**config.mk**
```make
export PLATFORM = sky130hd
export DESIGN_NAME = chan_adapt_ctrl
export DESIGN_NICKNAME = d
export VERILOG_FILES = /design/src/hw/retimer_pkg.sv /design/src/hw/eq_list_mem.sv /design/src/hw/chan_adapt_ctrl.sv
export SDC_FILE = /design/constraint.sdc
export NUM_CORES = 1
export LEC_CHECK = 0
export BUFFER_PORTS_ARGS = -buffer_cell sky130_fd_sc_hd__buf_2
export CORE_MARGIN = 3
export CORE_UTILIZATION = 40
export DETAILED_ROUTE_END_ITERATION = 8
export SLEW_MARGIN = 10
export SYNTH_ARGS = -nofsm -noshare
export SYNTH_HDL_FRONTEND = slang
export SYNTH_HIERARCHICAL = 1
export SYNTH_SLANG_ARGS = --single-unit
```
**constraint.sdc**
```tcl
create_clock -name clk -period 7.1 [get_ports clk]
set_input_delay 0.71 -clock clk [delete_from_list [all_inputs] [get_ports clk]]
set_output_delay 0.71 -clock clk [all_outputs]
set_load 0.03 [all_outputs]
```
**src/hw/retimer_pkg.sv**
```systemverilog
/*
 * Shared constants and carrier types for the retimer channel controller.
 * Assumes a 20 MHz core clock and an 8-bit channel register port.
 */
package retimer_pkg;

    // ----------------------------------------------------------------
    // Timing
    // ----------------------------------------------------------------
    localparam int CLK_MHZ      = 20;
    localparam int SETTLE_NS    = 500;   // Score settling per table step.
    localparam int SETTLE_CYC   = (SETTLE_NS * CLK_MHZ + 999) / 1000;
    localparam int LOCK_TMO_US  = 12;    // Wait for lock per attempt.
    localparam int LOCK_TMO_CYC = LOCK_TMO_US * CLK_MHZ;
    localparam int LOCK_TRIES   = 4;

    // ----------------------------------------------------------------
    // Widths
    // ----------------------------------------------------------------
    localparam int TAB_N  = 32;
    localparam int TAB_AW = 5;
    localparam int CW     = 6;           // Coarse tuning code width.
    localparam int CNT_W  = 16;          // Reference count width.
    localparam int TMR_W  = 8;
    localparam int TRY_W  = 3;
    localparam int NTAPS  = 5;

    // ----------------------------------------------------------------
    // Register offsets
    // ----------------------------------------------------------------
    localparam logic [7:0] OFF_CTRL   = 8'h00;
    localparam logic [7:0] OFF_STAT   = 8'h01;
    localparam logic [7:0] OFF_EQIDX  = 8'h02;
    localparam logic [7:0] OFF_COARSE = 8'h03;
    localparam logic [7:0] OFF_RATE_L = 8'h04;
    localparam logic [7:0] OFF_RATE_H = 8'h05;
    localparam logic [7:0] OFF_SUB    = 8'h06;
    localparam logic [7:0] OFF_PPM_L  = 8'h07;
    localparam logic [7:0] OFF_PPM_H  = 8'h08;
    localparam logic [7:0] OFF_DIV    = 8'h09;
    localparam logic [7:0] OFF_VOD    = 8'h0a;
    localparam logic [7:0] OFF_DEEMPH = 8'h0b;
    localparam logic [7:0] OFF_TAP0   = 8'h10;
    localparam logic [7:0] OFF_EOM    = 8'h3e;
    localparam logic [7:0] OFF_TAB    = 8'h40;
    localparam logic [7:0] OFF_TAB_E  = 8'h5f;

    // ----------------------------------------------------------------
    // Field positions and reset values
    // ----------------------------------------------------------------
    localparam int B_SD_OVR   = 0;       // Control: signal detect override.
    localparam int B_SD_VAL   = 1;       // Control: forced data path state.
    localparam int B_CDR_RST  = 2;       // Control: write 1, self clearing.
    localparam int B_READAPT  = 3;       // Control: write 1, self clearing.
    localparam int B_LIMIT    = 4;
    localparam int B_DFE_EN   = 5;
    localparam int B_MODE_HI  = 7;       // Adapt mode is bits 7:6.
    localparam int B_MANUAL   = 7;       // Subrate register: manual target.
    localparam int B_EOM_EN   = 7;
    localparam int B_TAP_POL  = 7;
    localparam logic [7:0] CTRL_WMASK = 8'hf3;
    localparam logic [7:0] CTRL_RST   = 8'h00;
    localparam logic [7:0] CFG_RST    = 8'h00;
    localparam logic [7:0] TAB_RST    = 8'h00;
    localparam logic [7:0] TAP_MASK   = 8'h9f;
    localparam logic [7:0] RATE_DIV   = 8'h01;
    localparam logic       EOM_RST    = 1'b1;

    // ----------------------------------------------------------------
    // Carriers
    // ----------------------------------------------------------------
    typedef struct packed {
        logic       wr;
        logic       rd;
        logic [7:0] addr;
        logic [7:0] wdata;
    } reg_req_t;

    typedef struct packed {
        logic       pol;
        logic [4:0] weight;
    } dfe_tap_t;

endpackage

```
**src/hw/eq_list_mem.sv**
```systemverilog
/*
 * Boost setting list storage: one write port, two registered read ports.
 * Assumes writes come from the register port and reads from the adaption
 * sequencer and register reads; all in the core clock domain.
 */
`timescale 1ns/10ps
module eq_list_mem
    import retimer_pkg::*;
#(
    parameter int N  = TAB_N,
    parameter int AW = TAB_AW,
    parameter int DW = 8
) (
    input  wire logic          clk,     // Core clock.
    input  wire logic          rstn,    // Asynchronous reset, active low.
    input  wire logic          ce,      // Clock enable.
    input  wire logic          wr_en,   // Write strobe.
    input  wire logic [AW-1:0] wr_addr, // Write entry.
    input  wire logic [DW-1:0] wr_data, // Write data.
    input  wire logic [AW-1:0] ra_addr, // Read port A entry.
    output logic      [DW-1:0] ra_data, // Read port A data, registered.
    input  wire logic [AW-1:0] rb_addr, // Read port B entry.
    output logic      [DW-1:0] rb_data  // Read port B data, registered.
);

    typedef struct packed {
        logic [N-1:0][DW-1:0] mem;
        logic [DW-1:0]        ra;
        logic [DW-1:0]        rb;
    } mem_st_t;

    mem_st_t s_q;
    mem_st_t s_d;

    // Reads see the old contents when written in the same cycle.
    always_comb begin
        s_d    = s_q;
        s_d.ra = s_q.mem[ra_addr];
        s_d.rb = s_q.mem[rb_addr];
        if (wr_en) begin
            s_d.mem[wr_addr] = wr_data;
        end
    end

    // ----------------------------------------------------------------
    // State register
    // ----------------------------------------------------------------
    always_ff @(posedge clk or negedge rstn) begin
        if (!rstn) begin
            s_q <= {(N + 2){DW'(TAB_RST)}};
        end else if (ce) begin
            s_q <= s_d;
        end
    end

    assign ra_data = s_q.ra;
    assign rb_data = s_q.rb;

endmodule // eq_list_mem

```
**src/hw/chan_adapt_ctrl.sv**
```systemverilog
/*
 * One retimer channel: signal detect gating, oscillator coarse calibration,
 * equalizer adaption over the boost setting list, lock qualification and
 * the channel register file. Four copies make the four-lane device.
 * Assumes the analog side supplies energy, lock, eye and score levels and a
 * reference counter that answers count_start with count_done.
 */
`timescale 1ns/10ps
module chan_adapt_ctrl
    import retimer_pkg::*;
#(
    parameter int TRIES = LOCK_TRIES
) (
    input  wire logic             clk,         // Core clock, 20 MHz.
    input  wire logic             rstn,        // Asynchronous reset, active low.
    input  wire logic             ce,          // Clock enable; low freezes all state.
    input  wire reg_req_t         req,         // Register access request.
    output logic      [7:0]       reg_rdata,   // Read data, one cycle after rd.
    input  wire logic             sig_energy,  // Input energy seen.
    input  wire logic             cdr_locked,  // Phase loop in lock.
    input  wire logic             eye_ok,      // Eye opening above threshold.
    input  wire logic [7:0]       eq_score,    // Equalizer score, higher better.
    input  wire logic [CNT_W-1:0] vco_count,   // Divided oscillator count.
    input  wire logic             count_done,  // Count valid, one cycle.
    output logic                  count_start, // Start one count, one cycle.
    output logic      [CW-1:0]    vco_coarse,  // Coarse tuning code.
    output logic      [7:0]       vco_div,     // Divide ratio for counting.
    output logic                  datapath_en, // High speed path powered.
    output logic      [7:0]       eq_boost,    // Four two-bit stage boosts.
    output logic                  stage4_limit,// Fourth stage limiting.
    output logic                  dfe_en,      // Feedback equalizer on.
    output logic                  dfe_adapt,   // Feedback adaption running.
    output dfe_tap_t  [NTAPS-1:0] dfe_taps,    // Tap weights and polarities.
    output logic      [7:0]       vod,         // Output swing setting.
    output logic      [7:0]       deemph,      // De-emphasis setting.
    output logic                  sig_det,     // Signal detect status.
    output logic                  lock_det     // Lock detect status.
);

    typedef enum logic [2:0] {
        S_OFF, S_CAL_SET, S_CAL_WAIT, S_EQ_RD, S_EQ_APPLY, S_EQ_WAIT,
        S_LOCK_WAIT, S_LOCKED
    } st_t;

    typedef struct packed {
        st_t                   st;
        logic [7:0]            ctl;
        logic [15:0]           rate;
        logic [7:0]            sub;
        logic [15:0]           ppm;
        logic [7:0]            div;
        logic [7:0]            vod;
        logic [7:0]            de;
        logic [NTAPS-1:0][7:0] taps;
        logic                  eom;
        logic [CW-1:0]         code;
        logic [CW-1:0]         best_code;
        logic [CNT_W-1:0]      best_err;
        logic                  first;
        logic [TAB_AW-1:0]     idx;
        logic [TAB_AW-1:0]     best_idx;
        logic [7:0]            boost;
        logic [7:0]            best_boost;
        logic [7:0]            best_score;
        logic [TMR_W-1:0]      tmr;
        logic [TRY_W-1:0]      tries;
        logic                  go;
        logic [7:0]            rdata;
        logic                  tab_rd;
    } st_all_t;

    localparam logic [CW-1:0]     CODE_MAX = {CW{1'b1}};
    localparam logic [TAB_AW-1:0] IDX_MAX  = TAB_AW'(TAB_N - 1);
    localparam logic [TMR_W-1:0]  T_SET    = TMR_W'(SETTLE_CYC - 1);
    localparam logic [TMR_W-1:0]  T_LOCK   = TMR_W'(LOCK_TMO_CYC - 1);
    localparam logic [TRY_W-1:0]  TRY_LAST = TRY_W'(TRIES - 1);
    localparam st_all_t           ST_RST   = '{st: S_OFF, ctl: CTRL_RST, sub: CFG_RST, eom: EOM_RST, default: '0};

    st_all_t s_q;
    st_all_t s_d;

    logic [7:0]        mem_a;
    logic [7:0]        mem_b;
    logic              tab_hit;
    logic [TAB_AW-1:0] tab_addr;
    logic [2:0]        tap_i;
    logic              tap_hit;
    logic              cdr_rst;
    logic              readapt;
    logic              qual;
    logic [CNT_W-1:0]  target;
    logic [CNT_W-1:0]  err;
    logic              eq_win;

    // Total boost of an entry is the sum of its four stage fields.
    function automatic logic [3:0] boost_sum(input logic [7:0] b);
        boost_sum = 4'(b[1:0]) + 4'(b[3:2]) + 4'(b[5:4]) + 4'(b[7:6]);
    endfunction

    // ----------------------------------------------------------------
    // Decode and datapath terms
    // ----------------------------------------------------------------
    assign tab_hit  = (req.addr >= OFF_TAB) && (req.addr <= OFF_TAB_E);
    assign tab_addr = TAB_AW'(req.addr - OFF_TAB);
    assign tap_hit  = (req.addr >= OFF_TAP0) && (req.addr < OFF_TAP0 + 8'(NTAPS));
    assign tap_i    = 3'(req.addr - OFF_TAP0);
    assign cdr_rst  = req.wr && (req.addr == OFF_CTRL) && req.wdata[B_CDR_RST];
    assign readapt  = req.wr && (req.addr == OFF_CTRL) && req.wdata[B_READAPT];
    // Without the eye monitor only the phase loop qualifies lock.
    assign qual     = cdr_locked && (!s_q.eom || eye_ok);
    // Manual count wins; otherwise the rate count is scaled by subrate.
    assign target   = s_q.sub[B_MANUAL] ? s_q.ppm : (s_q.rate >> s_q.sub[1:0]);
    assign err      = (vco_count >= target) ? vco_count - target : target - vco_count;
    // Ties go to the entry with less total boost.
    assign eq_win   = s_q.first || eq_score > s_q.best_score ||
                      (eq_score == s_q.best_score && boost_sum(s_q.boost) < boost_sum(s_q.best_boost));

    // Software may leave the path forced off whatever the input does.
    assign datapath_en = s_q.ctl[B_SD_OVR] ? s_q.ctl[B_SD_VAL] : sig_energy;

    // ----------------------------------------------------------------
    // Next state: register writes, reads and the acquisition sequence
    // ----------------------------------------------------------------
    always_comb begin
        s_d        = s_q;
        s_d.go     = 1'b0;
        s_d.tab_rd = req.rd && tab_hit;
        // Register writes; pulse bits of control never stick.
        if (req.wr) begin
            case (req.addr)
                OFF_CTRL:   s_d.ctl = req.wdata & CTRL_WMASK;
                OFF_RATE_L: s_d.rate[7:0] = req.wdata;
                OFF_RATE_H: s_d.rate[15:8] = req.wdata;
                OFF_SUB:    s_d.sub = req.wdata;
                OFF_PPM_L:  s_d.ppm[7:0] = req.wdata;
                OFF_PPM_H:  s_d.ppm[15:8] = req.wdata;
                OFF_DIV:    s_d.div = req.wdata;
                OFF_VOD:    s_d.vod = req.wdata;
                OFF_DEEMPH: s_d.de = req.wdata;
                OFF_EOM:    s_d.eom = req.wdata[B_EOM_EN];
                default:    if (tap_hit) s_d.taps[tap_i] = req.wdata & TAP_MASK;
            endcase
        end
        // Register reads; unmapped offsets and reserved bits read zero.
        s_d.rdata = 8'h00;
        if (req.rd) begin
            case (req.addr)
                OFF_CTRL:   s_d.rdata = s_q.ctl;
                OFF_STAT:   s_d.rdata = {6'h00, lock_det, sig_det};
                OFF_EQIDX:  s_d.rdata = {3'h0, s_q.best_idx};
                OFF_COARSE: s_d.rdata = 8'(s_q.code);
                OFF_RATE_L: s_d.rdata = s_q.rate[7:0];
                OFF_RATE_H: s_d.rdata = s_q.rate[15:8];
                OFF_SUB:    s_d.rdata = s_q.sub;
                OFF_PPM_L:  s_d.rdata = s_q.ppm[7:0];
                OFF_PPM_H:  s_d.rdata = s_q.ppm[15:8];
                OFF_DIV:    s_d.rdata = s_q.div;
                OFF_VOD:    s_d.rdata = s_q.vod;
                OFF_DEEMPH: s_d.rdata = s_q.de;
                OFF_EOM:    s_d.rdata = {s_q.eom, 7'h00};
                default:    if (tap_hit) s_d.rdata = s_q.taps[tap_i];
            endcase
        end
        // Acquisition sequence.
        case (s_q.st)
            S_OFF: begin
                if (datapath_en) begin
                    s_d.st    = S_CAL_SET;
                    s_d.code  = '0;
                    s_d.first = 1'b1;
                end
            end
            S_CAL_SET: begin
                s_d.go = 1'b1;
                s_d.st = S_CAL_WAIT;
            end
            S_CAL_WAIT: begin
                if (count_done) begin
                    if (s_q.first || err < s_q.best_err) begin
                        s_d.best_err  = err;
                        s_d.best_code = s_q.code;
                    end
                    s_d.first = 1'b0;
                    if (s_q.code == CODE_MAX) begin
                        s_d.code  = s_d.best_code;
                        s_d.st    = S_EQ_RD;
                        s_d.idx   = '0;
                        s_d.first = 1'b1;
                    end else begin
                        s_d.code = s_q.code + 1'b1;
                        s_d.st   = S_CAL_SET;
                    end
                end
            end
            S_EQ_RD:    s_d.st = S_EQ_APPLY;
            S_EQ_APPLY: begin
                s_d.boost = mem_a;
                s_d.tmr   = T_SET;
                s_d.st    = S_EQ_WAIT;
            end
            S_EQ_WAIT: begin
                if (s_q.tmr != '0) begin
                    s_d.tmr = s_q.tmr - 1'b1;
                end else begin
                    if (eq_win) begin
                        s_d.best_score = eq_score;
                        s_d.best_boost = s_q.boost;
                        s_d.best_idx   = s_q.idx;
                    end
                    s_d.first = 1'b0;
                    if (s_q.idx == IDX_MAX) begin
                        s_d.st    = S_LOCK_WAIT;
                        s_d.tmr   = T_LOCK;
                        s_d.boost = s_d.best_boost;
                    end else begin
                        s_d.idx = s_q.idx + 1'b1;
                        s_d.st  = S_EQ_RD;
                    end
                end
            end
            S_LOCK_WAIT: begin
                if (qual) begin
                    s_d.st    = S_LOCKED;
                    s_d.tries = '0;
                end else if (s_q.tmr != '0) begin
                    s_d.tmr = s_q.tmr - 1'b1;
                end else if (s_q.tries == TRY_LAST) begin
                    s_d.st    = S_CAL_SET;
                    s_d.tries = '0;
                    s_d.code  = '0;
                    s_d.first = 1'b1;
                end else begin
                    s_d.tries = s_q.tries + 1'b1;
                    s_d.st    = S_EQ_RD;
                    s_d.idx   = '0;
                    s_d.first = 1'b1;
                end
            end
            S_LOCKED: begin
                // Boost holds here; only loss of lock or a command moves it.
                if (!qual) begin
                    s_d.st    = S_EQ_RD;
                    s_d.idx   = '0;
                    s_d.first = 1'b1;
                end
            end
            default: s_d.st = S_OFF;
        endcase
        // Commands and signal loss override the sequence.
        if (!datapath_en) begin
            s_d.st    = S_OFF;
            s_d.tries = '0;
        end else if (cdr_rst) begin
            s_d.st    = S_CAL_SET;
            s_d.code  = '0;
            s_d.first = 1'b1;
            s_d.tries = '0;
        end else if (readapt && s_q.st != S_OFF) begin
            s_d.st    = S_EQ_RD;
            s_d.idx   = '0;
            s_d.first = 1'b1;
        end
    end

    // ----------------------------------------------------------------
    // State register
    // ----------------------------------------------------------------
    always_ff @(posedge clk or negedge rstn) begin
        if (!rstn) begin
            s_q <= ST_RST;
        end else if (ce) begin
            s_q <= s_d;
        end
    end

    // ----------------------------------------------------------------
    // Boost setting list
    // ----------------------------------------------------------------
    eq_list_mem #(.N(TAB_N), .AW(TAB_AW), .DW(8)) i_eq_list_mem (
        .clk     (clk),
        .rstn    (rstn),
        .ce      (ce),
        .wr_en   (req.wr && tab_hit),
        .wr_addr (tab_addr),
        .wr_data (req.wdata),
        .ra_addr (s_q.idx),
        .ra_data (mem_a),
        .rb_addr (tab_addr),
        .rb_data (mem_b)
    );

    // ----------------------------------------------------------------
    // Outputs
    // ----------------------------------------------------------------
    assign reg_rdata    = s_q.tab_rd ? mem_b : s_q.rdata;
    assign count_start  = s_q.go;
    assign vco_coarse   = s_q.code;
    assign vco_div      = s_q.sub[B_MANUAL] ? s_q.div : RATE_DIV;
    assign eq_boost     = s_q.boost;
    assign stage4_limit = s_q.ctl[B_LIMIT];
    assign dfe_en       = s_q.ctl[B_DFE_EN];
    // Modes 2 and 3 keep tuning the feedback taps while locked.
    assign dfe_adapt    = dfe_en && s_q.ctl[B_MODE_HI] && s_q.st == S_LOCKED;
    assign vod          = s_q.vod;
    assign deemph       = s_q.de;
    assign sig_det      = datapath_en;
    assign lock_det     = (s_q.st == S_LOCKED);

    // Per-tap fields; every copy of this module owns its own set.
    for (genvar t = 0; t < NTAPS; t++) begin : g_tap
        assign dfe_taps[t] = '{pol: s_q.taps[t][B_TAP_POL], weight: s_q.taps[t][4:0]};
    end

endmodule // chan_adapt_ctrl

```
After elaboration in Yosys (flattened, before gate mapping)
Cells that the tools add are included.
{"block": "classes", "magnitude_cmp": 13, "muxes": 76, "n_eq_ne": 36, "reduce_logical": 47, "bitwise": 2, "addsub": 14, "n_shift": 1}
{"op": "bitwise mux 256 bit", "n": 1}
{"op": "2-to-1 mux 8 bit", "n": 14}
{"op": "one-hot mux 8 bit (13 select lines)", "n": 1}
{"op": "binary-select mux 8 bit (select 5 bit)", "n": 2}
{"op": "2-to-1 mux 16 bit", "n": 5}
{"op": "2-to-1 mux 6 bit", "n": 13}
{"op": "2-to-1 mux 22 bit", "n": 3}
{"op": "2-to-1 mux 3 bit", "n": 15}
{"op": "bitwise mux 40 bit", "n": 1}
{"op": "demux 8 bit (select 5 bit)", "n": 1}
{"op": "AND reduction 3 bit", "n": 13}
{"op": "2-to-1 mux 35 bit", "n": 1}
{"op": "2-to-1 mux 34 bit", "n": 1}
{"op": "== test 8 x 3 -> 1 bit (second input constant)", "n": 4}
{"op": "== test 8 x 4 -> 1 bit (second input constant)", "n": 4}
{"op": "subtractor 16 bit", "n": 2}
{"op": "binary-select mux 8 bit (select 3 bit)", "n": 1}
{"op": "demux 8 bit (select 3 bit)", "n": 1}
{"op": "one-hot mux 3 bit (8 select lines)", "n": 1}
{"op": "one-hot mux 8 bit (3 select lines)", "n": 1}
{"op": "2-to-1 mux 5 bit", "n": 4}
{"op": "one-hot mux 5 bit (4 select lines)", "n": 1}
{"op": "AND reduction 4 bit", "n": 5}
{"op": "one-hot mux 6 bit (3 select lines)", "n": 1}
{"op": "54 further kinds", "n": 93}
{"block": "totals", "reg_bits": 470, "out_inout_bits": 83, "input_bits": 49, "wordCells": 253}

Logic depth before layout (Yosys ltp)
Gate-level depths: netlist (run 1).
{"block": "depth", "depth_word": 15, "depth_mapped": 29}

Modules after synthesis
Netlist (run 1), hierarchy kept.
{"mod": "eq_list_mem", "cells_each": 1189, "instances": 1, "seq_area_each_um2": 6806.5, "area_per_inst_um2": 14941.8}
{"mod": "chan_adapt_ctrl", "cells_each": 1219, "instances": 1, "seq_area_each_um2": 4705.8, "area_per_inst_um2": 12438.2}

Least setup slack after synthesis (run 1)
Ideal clock, no wire load.
{"block": "synth_path", "path_type": "register -> register", "startpoint": "register s_q[165] (netlist name)", "endpoint": "register s_q[71] (netlist name)", "n_path_buf": 4, "arrival_ns": 5.564, "setup_time_ns": 0.125, "stages_incl_launch_ff": 26, "t_required_ns": 6.975, "setup_slack_ns": 1.411, "cell_sequence": "dfrtp_1 clkbuf_1 buf_1 mux2_2 nor2_1 nor3_1 a21oi_1 inv_1 ha_1 and2_1 a221o_1 a31o_1 a41o_1 a311o_1 a21oi_2 xnor2_1 ha_1 a21o_1 a21o_1 a21oi_1 nor2_1 or2_1 clkbuf_1 nor2_4 buf_2 mux2_2"}

==> summary.md, run 1 <==
In this run the deepest clock path goes through 3 buffers. After detailed routing, the number of remaining DRC violations is 0. Fill cells in the final layout number 6,264. The top cell types in the final layout, fill and taps aside, are dfrtp_1 (458), mux2_2 (362), mux2i_1 (276), a21oi_1 (139), a22oi_1 (133).

Subtracting the final worst setup slack from the clock period gives 6.37 ns. The synthesis-stage register bit count was 460; the top cell type's share of synthesized area was 0.420. STA puts the critical path data arrival time at 6.87 ns.

Input and output buffers added on the ports amount to 131. In this run the core area contains 95 standard-cell rows. In this run, the number of DRC markers left after iteration 0 of detailed routing was 1,465. The routed length per placed instance is 23.8 um, and the final-stage net count is 2,500. The worst register-to-register path ends at s_q[73].

The per-cell via count in the routed design was 5.89; the biggest cell delay along the critical path was 0.78 ns. The die is 268 um wide. For the maximum number of pins on one net before global-route repair, the log shows 173. Cell taking the most area after synthesis: dfrtp_1. In this run the cell area measured after placement is 28,000 sq um.

The floorplan step set the die height to 268 um. Among the stages of the critical path, the cell type that occurs most often is a21oi_1. The logs give 0 for the remaining antenna violation count after routing and 3,194 for the count of placed standard cells including taps. For this run, the top clock speed supported by timing is 157 MHz. The initial antenna violation count is 3. Reported leakage power: 14.2 nW. Setup violations remaining at the end of the flow were counted as 0.

The run gives 19,500 as the number of global-route vias before repair. The period utilization works out to 0.898. The floorplan step defined a die boundary enclosing 71,600 sq um.

The first global-routing pass estimated 118 mm of wire. The final hold violation count is 0, and the clock insertion delay at the later pin of the skew report is 0.63 ns. The tools report the clock root buffer as clkbuf_16.

The layout overhead on the synthesized area works out to 9.62%. The kind of start point of the critical path is a flop. In this run the worst setup path begins at s_q[165].

The logs give 0 for the count of maximum capacitance violations and 2,408 for the post-synthesis instance total. The transition time at the pin with the least slew margin was 1.22 ns; the initial core utilization was 0.406. The number of nets handed over by synthesis was 2,533. The total global routing overflow came out at 0.

The worst reg2reg path startpoint was s_q[165]. The part of the total power dissipated in combinational logic was 0.178. The prevailing post-synth register cell was dfrtp_1. The type of the worst min-delay path was primary input to asynchronous set/reset pin. The global-route usage over all layers was 0.214. Gates resized during post-CTS repair numbered 0.

The total internal power is 5.26 mW, and the power density over cell area is 246 nW/um^2. The flow ran to the end, and the final reports show no timing, DRC or antenna violations. Setup repair after global routing left no endpoint under its margin.

Averaged over all synthesized cells, the footprint is 11.4 sq um. After clock tree synthesis, the clock-pin slew on the worst setup and hold paths is 0.06 ns. The number of sinks driven by the clock tree is 460.

The final count of pins violating max slew is 0, and the worst-case hold slack is 0.0965 ns. The HPWL after detailed placement is 51.4 mm. The worst path meets setup with 0.727 ns of slack. The logs give 67,500 sq um for the core box area and 0 ns for the setup TNS.

The count of cell types in the netlist is 82, and the power share of the sequential group is 0.401. The category of the worst setup path capture point was a flop. The setup check on the worst reg-to-reg path leaves a slack of 0.73 ns. The power spent charging and discharging nets is 2.14 mW. The routed wire length was 78.5 mm. In this run the number of H-tree levels came out at 2. The final route contains 19,400 vias.

The proportion of register bits with asynchronous set or reset after synthesis came out at 1.00. For the final database, setup skew stands at 0.0355 ns. Leaving out fill and tap cells, the most frequent cell in the layout is dfrtp_1. OpenSTA, run right after detailed placement, puts the worst setup slack at 0.759 ns.

The logs give 30,000 sq um for the post-route standard cell area excluding fillers and 132 for the count of boundary I/O pins. Measured in cells, the most critical reg-to-reg path has a length of 22. The required time of the critical path was 7.60 ns. Start-to-end type of the worst setup path: flop to flop. For this run, the number of Yosys warnings is 6. The most critical setup path has its endpoint at s_q[73]. Cell type of the slowest stage on the worst timing path: dfrtp_1.

The signal on the critical path passes through mux2_2 -> nor2_1 -> nor3_1 -> a21oi_1 -> inv_1 -> ha_1 -> nand4_1 -> nor3_1 -> nor3_1 -> a22oi_4 -> buf_4 -> a211oi_1 -> a21oi_1 -> xor2_1 -> ha_1 -> a21oi_1 -> o21ai_0 -> a2111oi_0 -> a21oi_1 -> or2_1 -> nor2_4 -> mux2_2. Yosys attributes the largest share of cell area to dfrtp_1 (42%), mux2_2 (15%), mux2i_1 (10%), a22oi_1 (3.6%), ha_1 (3.0%). VDD sags by at most 0.187 mV. TritonCTS built the clock tree. The post-synthesis sequential area ratio was 0.420. Once layout is complete, the cells apart from fillers number 3,293. The logs give 5 for the detailed-router iteration count before antenna repair and 0 for the post-CTS setup repair buffer count. The run gives 27,400 sq um as the area of the mapped netlist. For the number of buffers added by the clock tree synthesis step, the log shows 52.

At the end of routability-driven placement, the weighted congestion stood at 0.883. The share of final-layout standard cells stronger than drive strength 1 is 0.280, and the share of total power in the clock network is 0.421. The synthesized design contains 0 enable-type register cells.

The switching share of total power came out at 0.289. The run gives 0 as the count of hold buffers inserted by post-cts repair. In this run the worst path has a maximum fanout of 28. Headroom to the max-slew limit: 0.187.
## sequential cells by signal (all words and copies together) (netlist names)
| signal | count |
|---|---|
| vod | 8 |
| s_q | 125 |
| stage4_limit | 1 |
| i_eq_list_mem/rb_data | 8 |
| count_start | 1 |
| dfe_taps | 30 |
| vco_coarse | 6 |
| eq_boost | 8 |
| i_eq_list_mem/s_q | 256 |
| dfe_en | 1 |
| deemph | 8 |
| i_eq_list_mem/ra_data | 8 |
## cells in the mapped netlist (13+ instances only)
library cell	number
a21o_1	18
clkbuf_1	80
mux2_2	362
mux2i_1	276
nor2_1	79
buf_2	38
nand2_1	86
mux2_1	72
and3_1	16
ha_1	66
nor2b_1	15
nor4_1	19
a21oi_1	139
nand3_1	18
and2_1	14
o21ai_0	51
a22oi_1	133
nor3_1	27
nand2b_1	13
mux4_2	23
inv_1	90
o22ai_1	16
dfrtp_1	459
buf_4	106
## worst min-delay path by stage
stage / startpoint / to / cells past startpoint / slack [ns]
2_1_floorplan: rstn / count_start / 0 / 0.41
3_3_place_gp: s_q[11] / s_q[11] / 2 / 0.47
3_5_place_dp: s_q[12] / s_q[12] / 1 / 0.48
4_1_cts: rstn / s_q[10] / 1 / 0.12
5_1_grt: rstn / s_q[25] / 1 / 0.15
6_report: rstn / s_q[25] / 1 / 0.1
## cell type report
| class | instances | area [sq um] | share of cell area |
|---|---|---|---|
| Clock buffer | 76 | 1530 | 0.0510 |
| Sequential cell | 460 | 11500 | 0.384 |
| Multi-Input combinational cell | 1619 | 14200 | 0.473 |
| Inverter | 90 | 338 | 0.0113 |
| Clock inverter | 20 | 455 | 0.0152 |
| Tap cell | 873 | 1090 | 0.0364 |
| Timing Repair Buffer | 152 | 871 | 0.0290 |
| Antenna cell | 3 | 7.51 | 0.000250 |
## critical path, delay by kind of cell (launching register included)
| kind | cells | cell delay [ns] |
|---|---|---|
| xor+xnor | 1 | 0.22 |
| simple gates | 7 | 1.58 |
| fa+ha+maj | 2 | 0.75 |
| mux | 2 | 0.85 |
| compound gates | 8 | 1.70 |
| buf+inv | 2 | 0.36 |
| flops | 1 | 0.78 |
## per-layer routing
layer,vias up,global-route usage,part of all wire
met1,9975,0.283,0.44
met3,157,0.0418,0.059
met5,-,0,0
met2,573,0.346,0.47
met4,0,0.0834,0.037
li1,8684,-,-
## power groups by stage
stage	registers [mW]	logic (mW)	clock network [mW]
floorplan	2.95	0.977	0
CTS	2.96	1.32	3.17
global placement	3.00	1.27	0
global route	2.99	1.45	3.27
finish	2.97	1.32	3.11
detailed placement	3.01	1.31	0
## metrics by stage
step / power (mW) / util
after global routing: 7.71 / 0.445
after CTS: 7.45 / 0.444
final: 7.40 / 0.445
after detailed placement: 4.32 / 0.415
after floorplan: 3.93 / -
after global placement: 4.27 / 0.415
## cells by family after synthesis
kind of cell    synth area share
compound gates             0.106
xor+xnor                 0.00480
fa+ha+maj                 0.0375
buf+inv                   0.0625
flops                      0.420
mux                        0.298
simple gates              0.0702
(Power assumes the default switching activity.)
==> run 2: changes to the inputs <==
--- a/config.mk
+++ b/config.mk
@@ -7,7 +7,7 @@
 export LEC_CHECK = 0
 export BUFFER_PORTS_ARGS = -buffer_cell sky130_fd_sc_hd__buf_2
 export CORE_MARGIN = 3
-export CORE_UTILIZATION = 40
+export CORE_UTILIZATION = 35
 export DETAILED_ROUTE_END_ITERATION = 8
 export SLEW_MARGIN = 10
 export SYNTH_ARGS = -nofsm -noshare
==> summary.md, run 2 (synthesized netlist as in run 1, its figures left out) <==
The flow ran to the end, and the final reports show no timing, DRC or antenna violations. The detailed-route via count was 19,400 (about the same); the period utilization was 0.875 (was 0.898). Height of the chip: 286 um (was 268 um). The maximum level of the CTS H-tree was 2 (unchanged). The required time of the critical path came out at 7.59 ns (was 7.60 ns).

The run gives 0 (unchanged) as the total global routing overflow. The final hold violation count was 0 (unchanged); the count of buffers from port buffering was 131 (unchanged). The final period demand of the worst path is 6.21 ns (was 6.37 ns), and the worst clock skew on the final layout is 0.0448 ns (was 0.0355 ns). The switching share of total power works out to 0.298 (was 0.289). The number of sinks driven by the clock tree is 460 (unchanged), and the post-CTS setup repair buffer count is 0 (unchanged).

Commonest cells after routing, fill and taps aside: dfrtp_1 (458), mux2_2 (362), mux2i_1 (276), a21oi_1 (139), a22oi_1 (133) (unchanged). The remaining antenna violation count after routing came out at 0 (unchanged). The run gives 81,600 sq um (was 71,600 sq um) as the area enclosed by the die boundary. The count of placed standard cells including taps is 3,350 (was 3,194), and the power share of the sequential group is 0.419 (was 0.401).

The post-cts resize count came out at 0 (unchanged). The run gives 0.184 (was 0.178) as the part of the total power dissipated in combinational logic. The run gives 0 ns (unchanged) as the setup TNS. TritonCTS built the clock tree.

The clock insertion delay at the later pin of the skew report is 0.65 ns (was 0.63 ns). The tools report the peak supply drop as 0.184 mV (was 0.187 mV). Setup repair after global routing left no endpoint under its margin. The number of flip-flops under the largest register name was 256 (unchanged).

The count of hold buffers inserted by post-cts repair is 0 (unchanged), and the die span in x is 286 um (was 268 um). For the wire length of the first global-routing pass, the log shows 119 mm (was 118 mm). The tools report the initial antenna violation count as 5 (was 3).

The final weighted congestion of routability-driven global placement was 0.897 (was 0.883); the clock slew seen by the registers of the worst setup and hold paths was 0.06 ns (about the same). The share of final-layout standard cells stronger than drive strength 1 came out at 0.277 (was 0.280). The count of maximum capacitance violations was 0 (unchanged); the post-route standard cell area excluding fillers was 30,000 sq um (about the same).

The tools report the number of non-filler instances in the completed layout as 3,455 (was 3,293). The count of boundary I/O pins was 132 (unchanged); the final-stage net count was 2,501 (was 2,500). The count of final setup violators was 0 (unchanged); the detailed-router iteration count before antenna repair was 5 (unchanged). The tools report the achievable frequency as 161 MHz (was 157 MHz). The layout overhead on the synthesized area is 9.75% (was 9.62%). The global-route usage over all layers is 0.187 (was 0.214).

The maximum number of pins on one net before global-route repair was 169 (was 173). The logs give 19,600 (was 19,500) for the number of global-route vias before repair and 0.397 (was 0.421) for the share of total power in the clock network. Largest fanout of any net on the critical path: 28 (unchanged). The routed length per placed instance was 22.8 um (was 23.8 um).

The per-cell via count in the routed design is 5.61 (was 5.89), and the DRC violation total after the first TritonRoute iteration is 1,741 (was 1,465). The run gives 76,700 sq um (was 67,500 sq um) as the core box area. The transition time at the pin with the least slew margin came out at 1.20 ns (was 1.22 ns).

The tools report the routed wire length as 78.6 mm (was 78.5 mm). Kind of start point of the critical path: a flop (unchanged). Start-to-end type of the worst setup path: flop to flop (unchanged). The tools report the clock root buffer as clkbuf_16 (unchanged).

Power after layout: 7.09 mW (was 7.40 mW). Type of the worst min-delay path: primary input to asynchronous set/reset pin (unchanged). The most common cell after layout, fill and taps aside was dfrtp_1 (unchanged).

The run gives 2.11 mW (was 2.14 mW) as the power spent charging and discharging nets. The number of cell rows is 101 (was 95). The worst-case hold slack is 0.176 ns (was 0.0965 ns). The smallest setup slack after layout was 0.887 ns (was 0.727 ns); the arrival time of data at the critical path endpoint was 6.70 ns (was 6.87 ns). The final count of pins violating max slew came out at 0 (unchanged). The initial core utilization was 0.357 (was 0.406); the clock tree buffer depth was 3 (unchanged). The logs give 28,200 sq um (was 28,000 sq um) for the total cell area at the placement stage and 0.198 (was 0.187) for the headroom to the max-slew limit.

The reported leakage power came out at 14.1 nW (was 14.2 nW). The final core utilization is 0.392 (was 0.445). The total internal power is 4.98 mW (was 5.26 mW). The tools report the category of the worst setup path capture point as a flop (unchanged).

The total DRC errors in the routed layout was 0 (unchanged); the power density over cell area was 236 nW/um^2 (was 246 nW/um^2). For the setup slack after placement, the log shows 0.906 ns (was 0.759 ns). The most flop-heavy register was i_eq_list_mem/s_q (unchanged). The number of buffers added by the clock tree synthesis step came out at 54 (was 52). The tools report the HPWL after detailed placement as 52.5 mm (was 51.4 mm).
==> run 2: area by class of cell <==
cell class | count | area [sq um]
Fill cell | 7377 | 46700
Multi-Input combinational cell | 1619 | 14200
Sequential cell | 460 | 11500
Clock buffer | 89 | 1640
Tap cell | 1030 | 1290
Timing Repair Buffer | 151 | 863
Inverter | 90 | 338
Clock inverter | 11 | 189
Antenna cell | 5 | 12.5
==> run 2: power groups by stage <==
stage          clock network (mW)  registers (mW)  logic (mW)
2_1_floorplan                   0            2.95       0.977
3_3_place_gp                    0            3.00        1.27
3_5_place_dp                    0            3.01        1.30
4_1_cts                      2.87            2.97        1.30
5_1_grt                      2.99            3.00        1.44
6_report                     2.81            2.97        1.31
==> run 2: path summary, 6_finish.rpt <==
path	from	end	slack [ns]	cells after the start
hold / removal	rstn	s_q[28]	0.18	1
hold reg to reg	i_eq_list_mem/ra_data[5]	i_eq_list_mem/ra_data[5]	0.50	1
setup / recovery	s_q[165]	s_q[69]	0.89	21
max in group asynchronous	rstn	i_eq_list_mem/s_q[269]	5.22	2
min in group clk	eq_score[4]	s_q[25]	0.35	2
setup reg to reg	s_q[165]	s_q[69]	0.89	21
==> run 2: critical path, cell delays in order, from the launching register on <==
cell and delay (ns):
dfrtp_1 0.77, mux2_2 0.42, nor2_1 0.11, a211oi_1 0.07, a21oi_1 0.20, inv_1 0.06
ha_1 0.45, nand4_1 0.20, nor3_1 0.25, nor3_1 0.11, a22oi_4 0.31, buf_4 0.25
mux2i_1 0.28, xnor2_1 0.20, ha_1 0.30, a21oi_1 0.12, o21ai_0 0.13, a2111oi_0 0.42
a21oi_1 0.15, or2_1 0.34, nor2_4 0.53, mux2_2 0.41
==> run 2: metal layers <==
metal | GRT usage | share of wire | up-vias
li1 | - | - | 8676
met1 | 0.253 | 0.44 | 9913
met2 | 0.304 | 0.47 | 609
met3 | 0.0292 | 0.056 | 165
met4 | 0.0646 | 0.032 | 6
met5 | 0 | 0.00060 | -
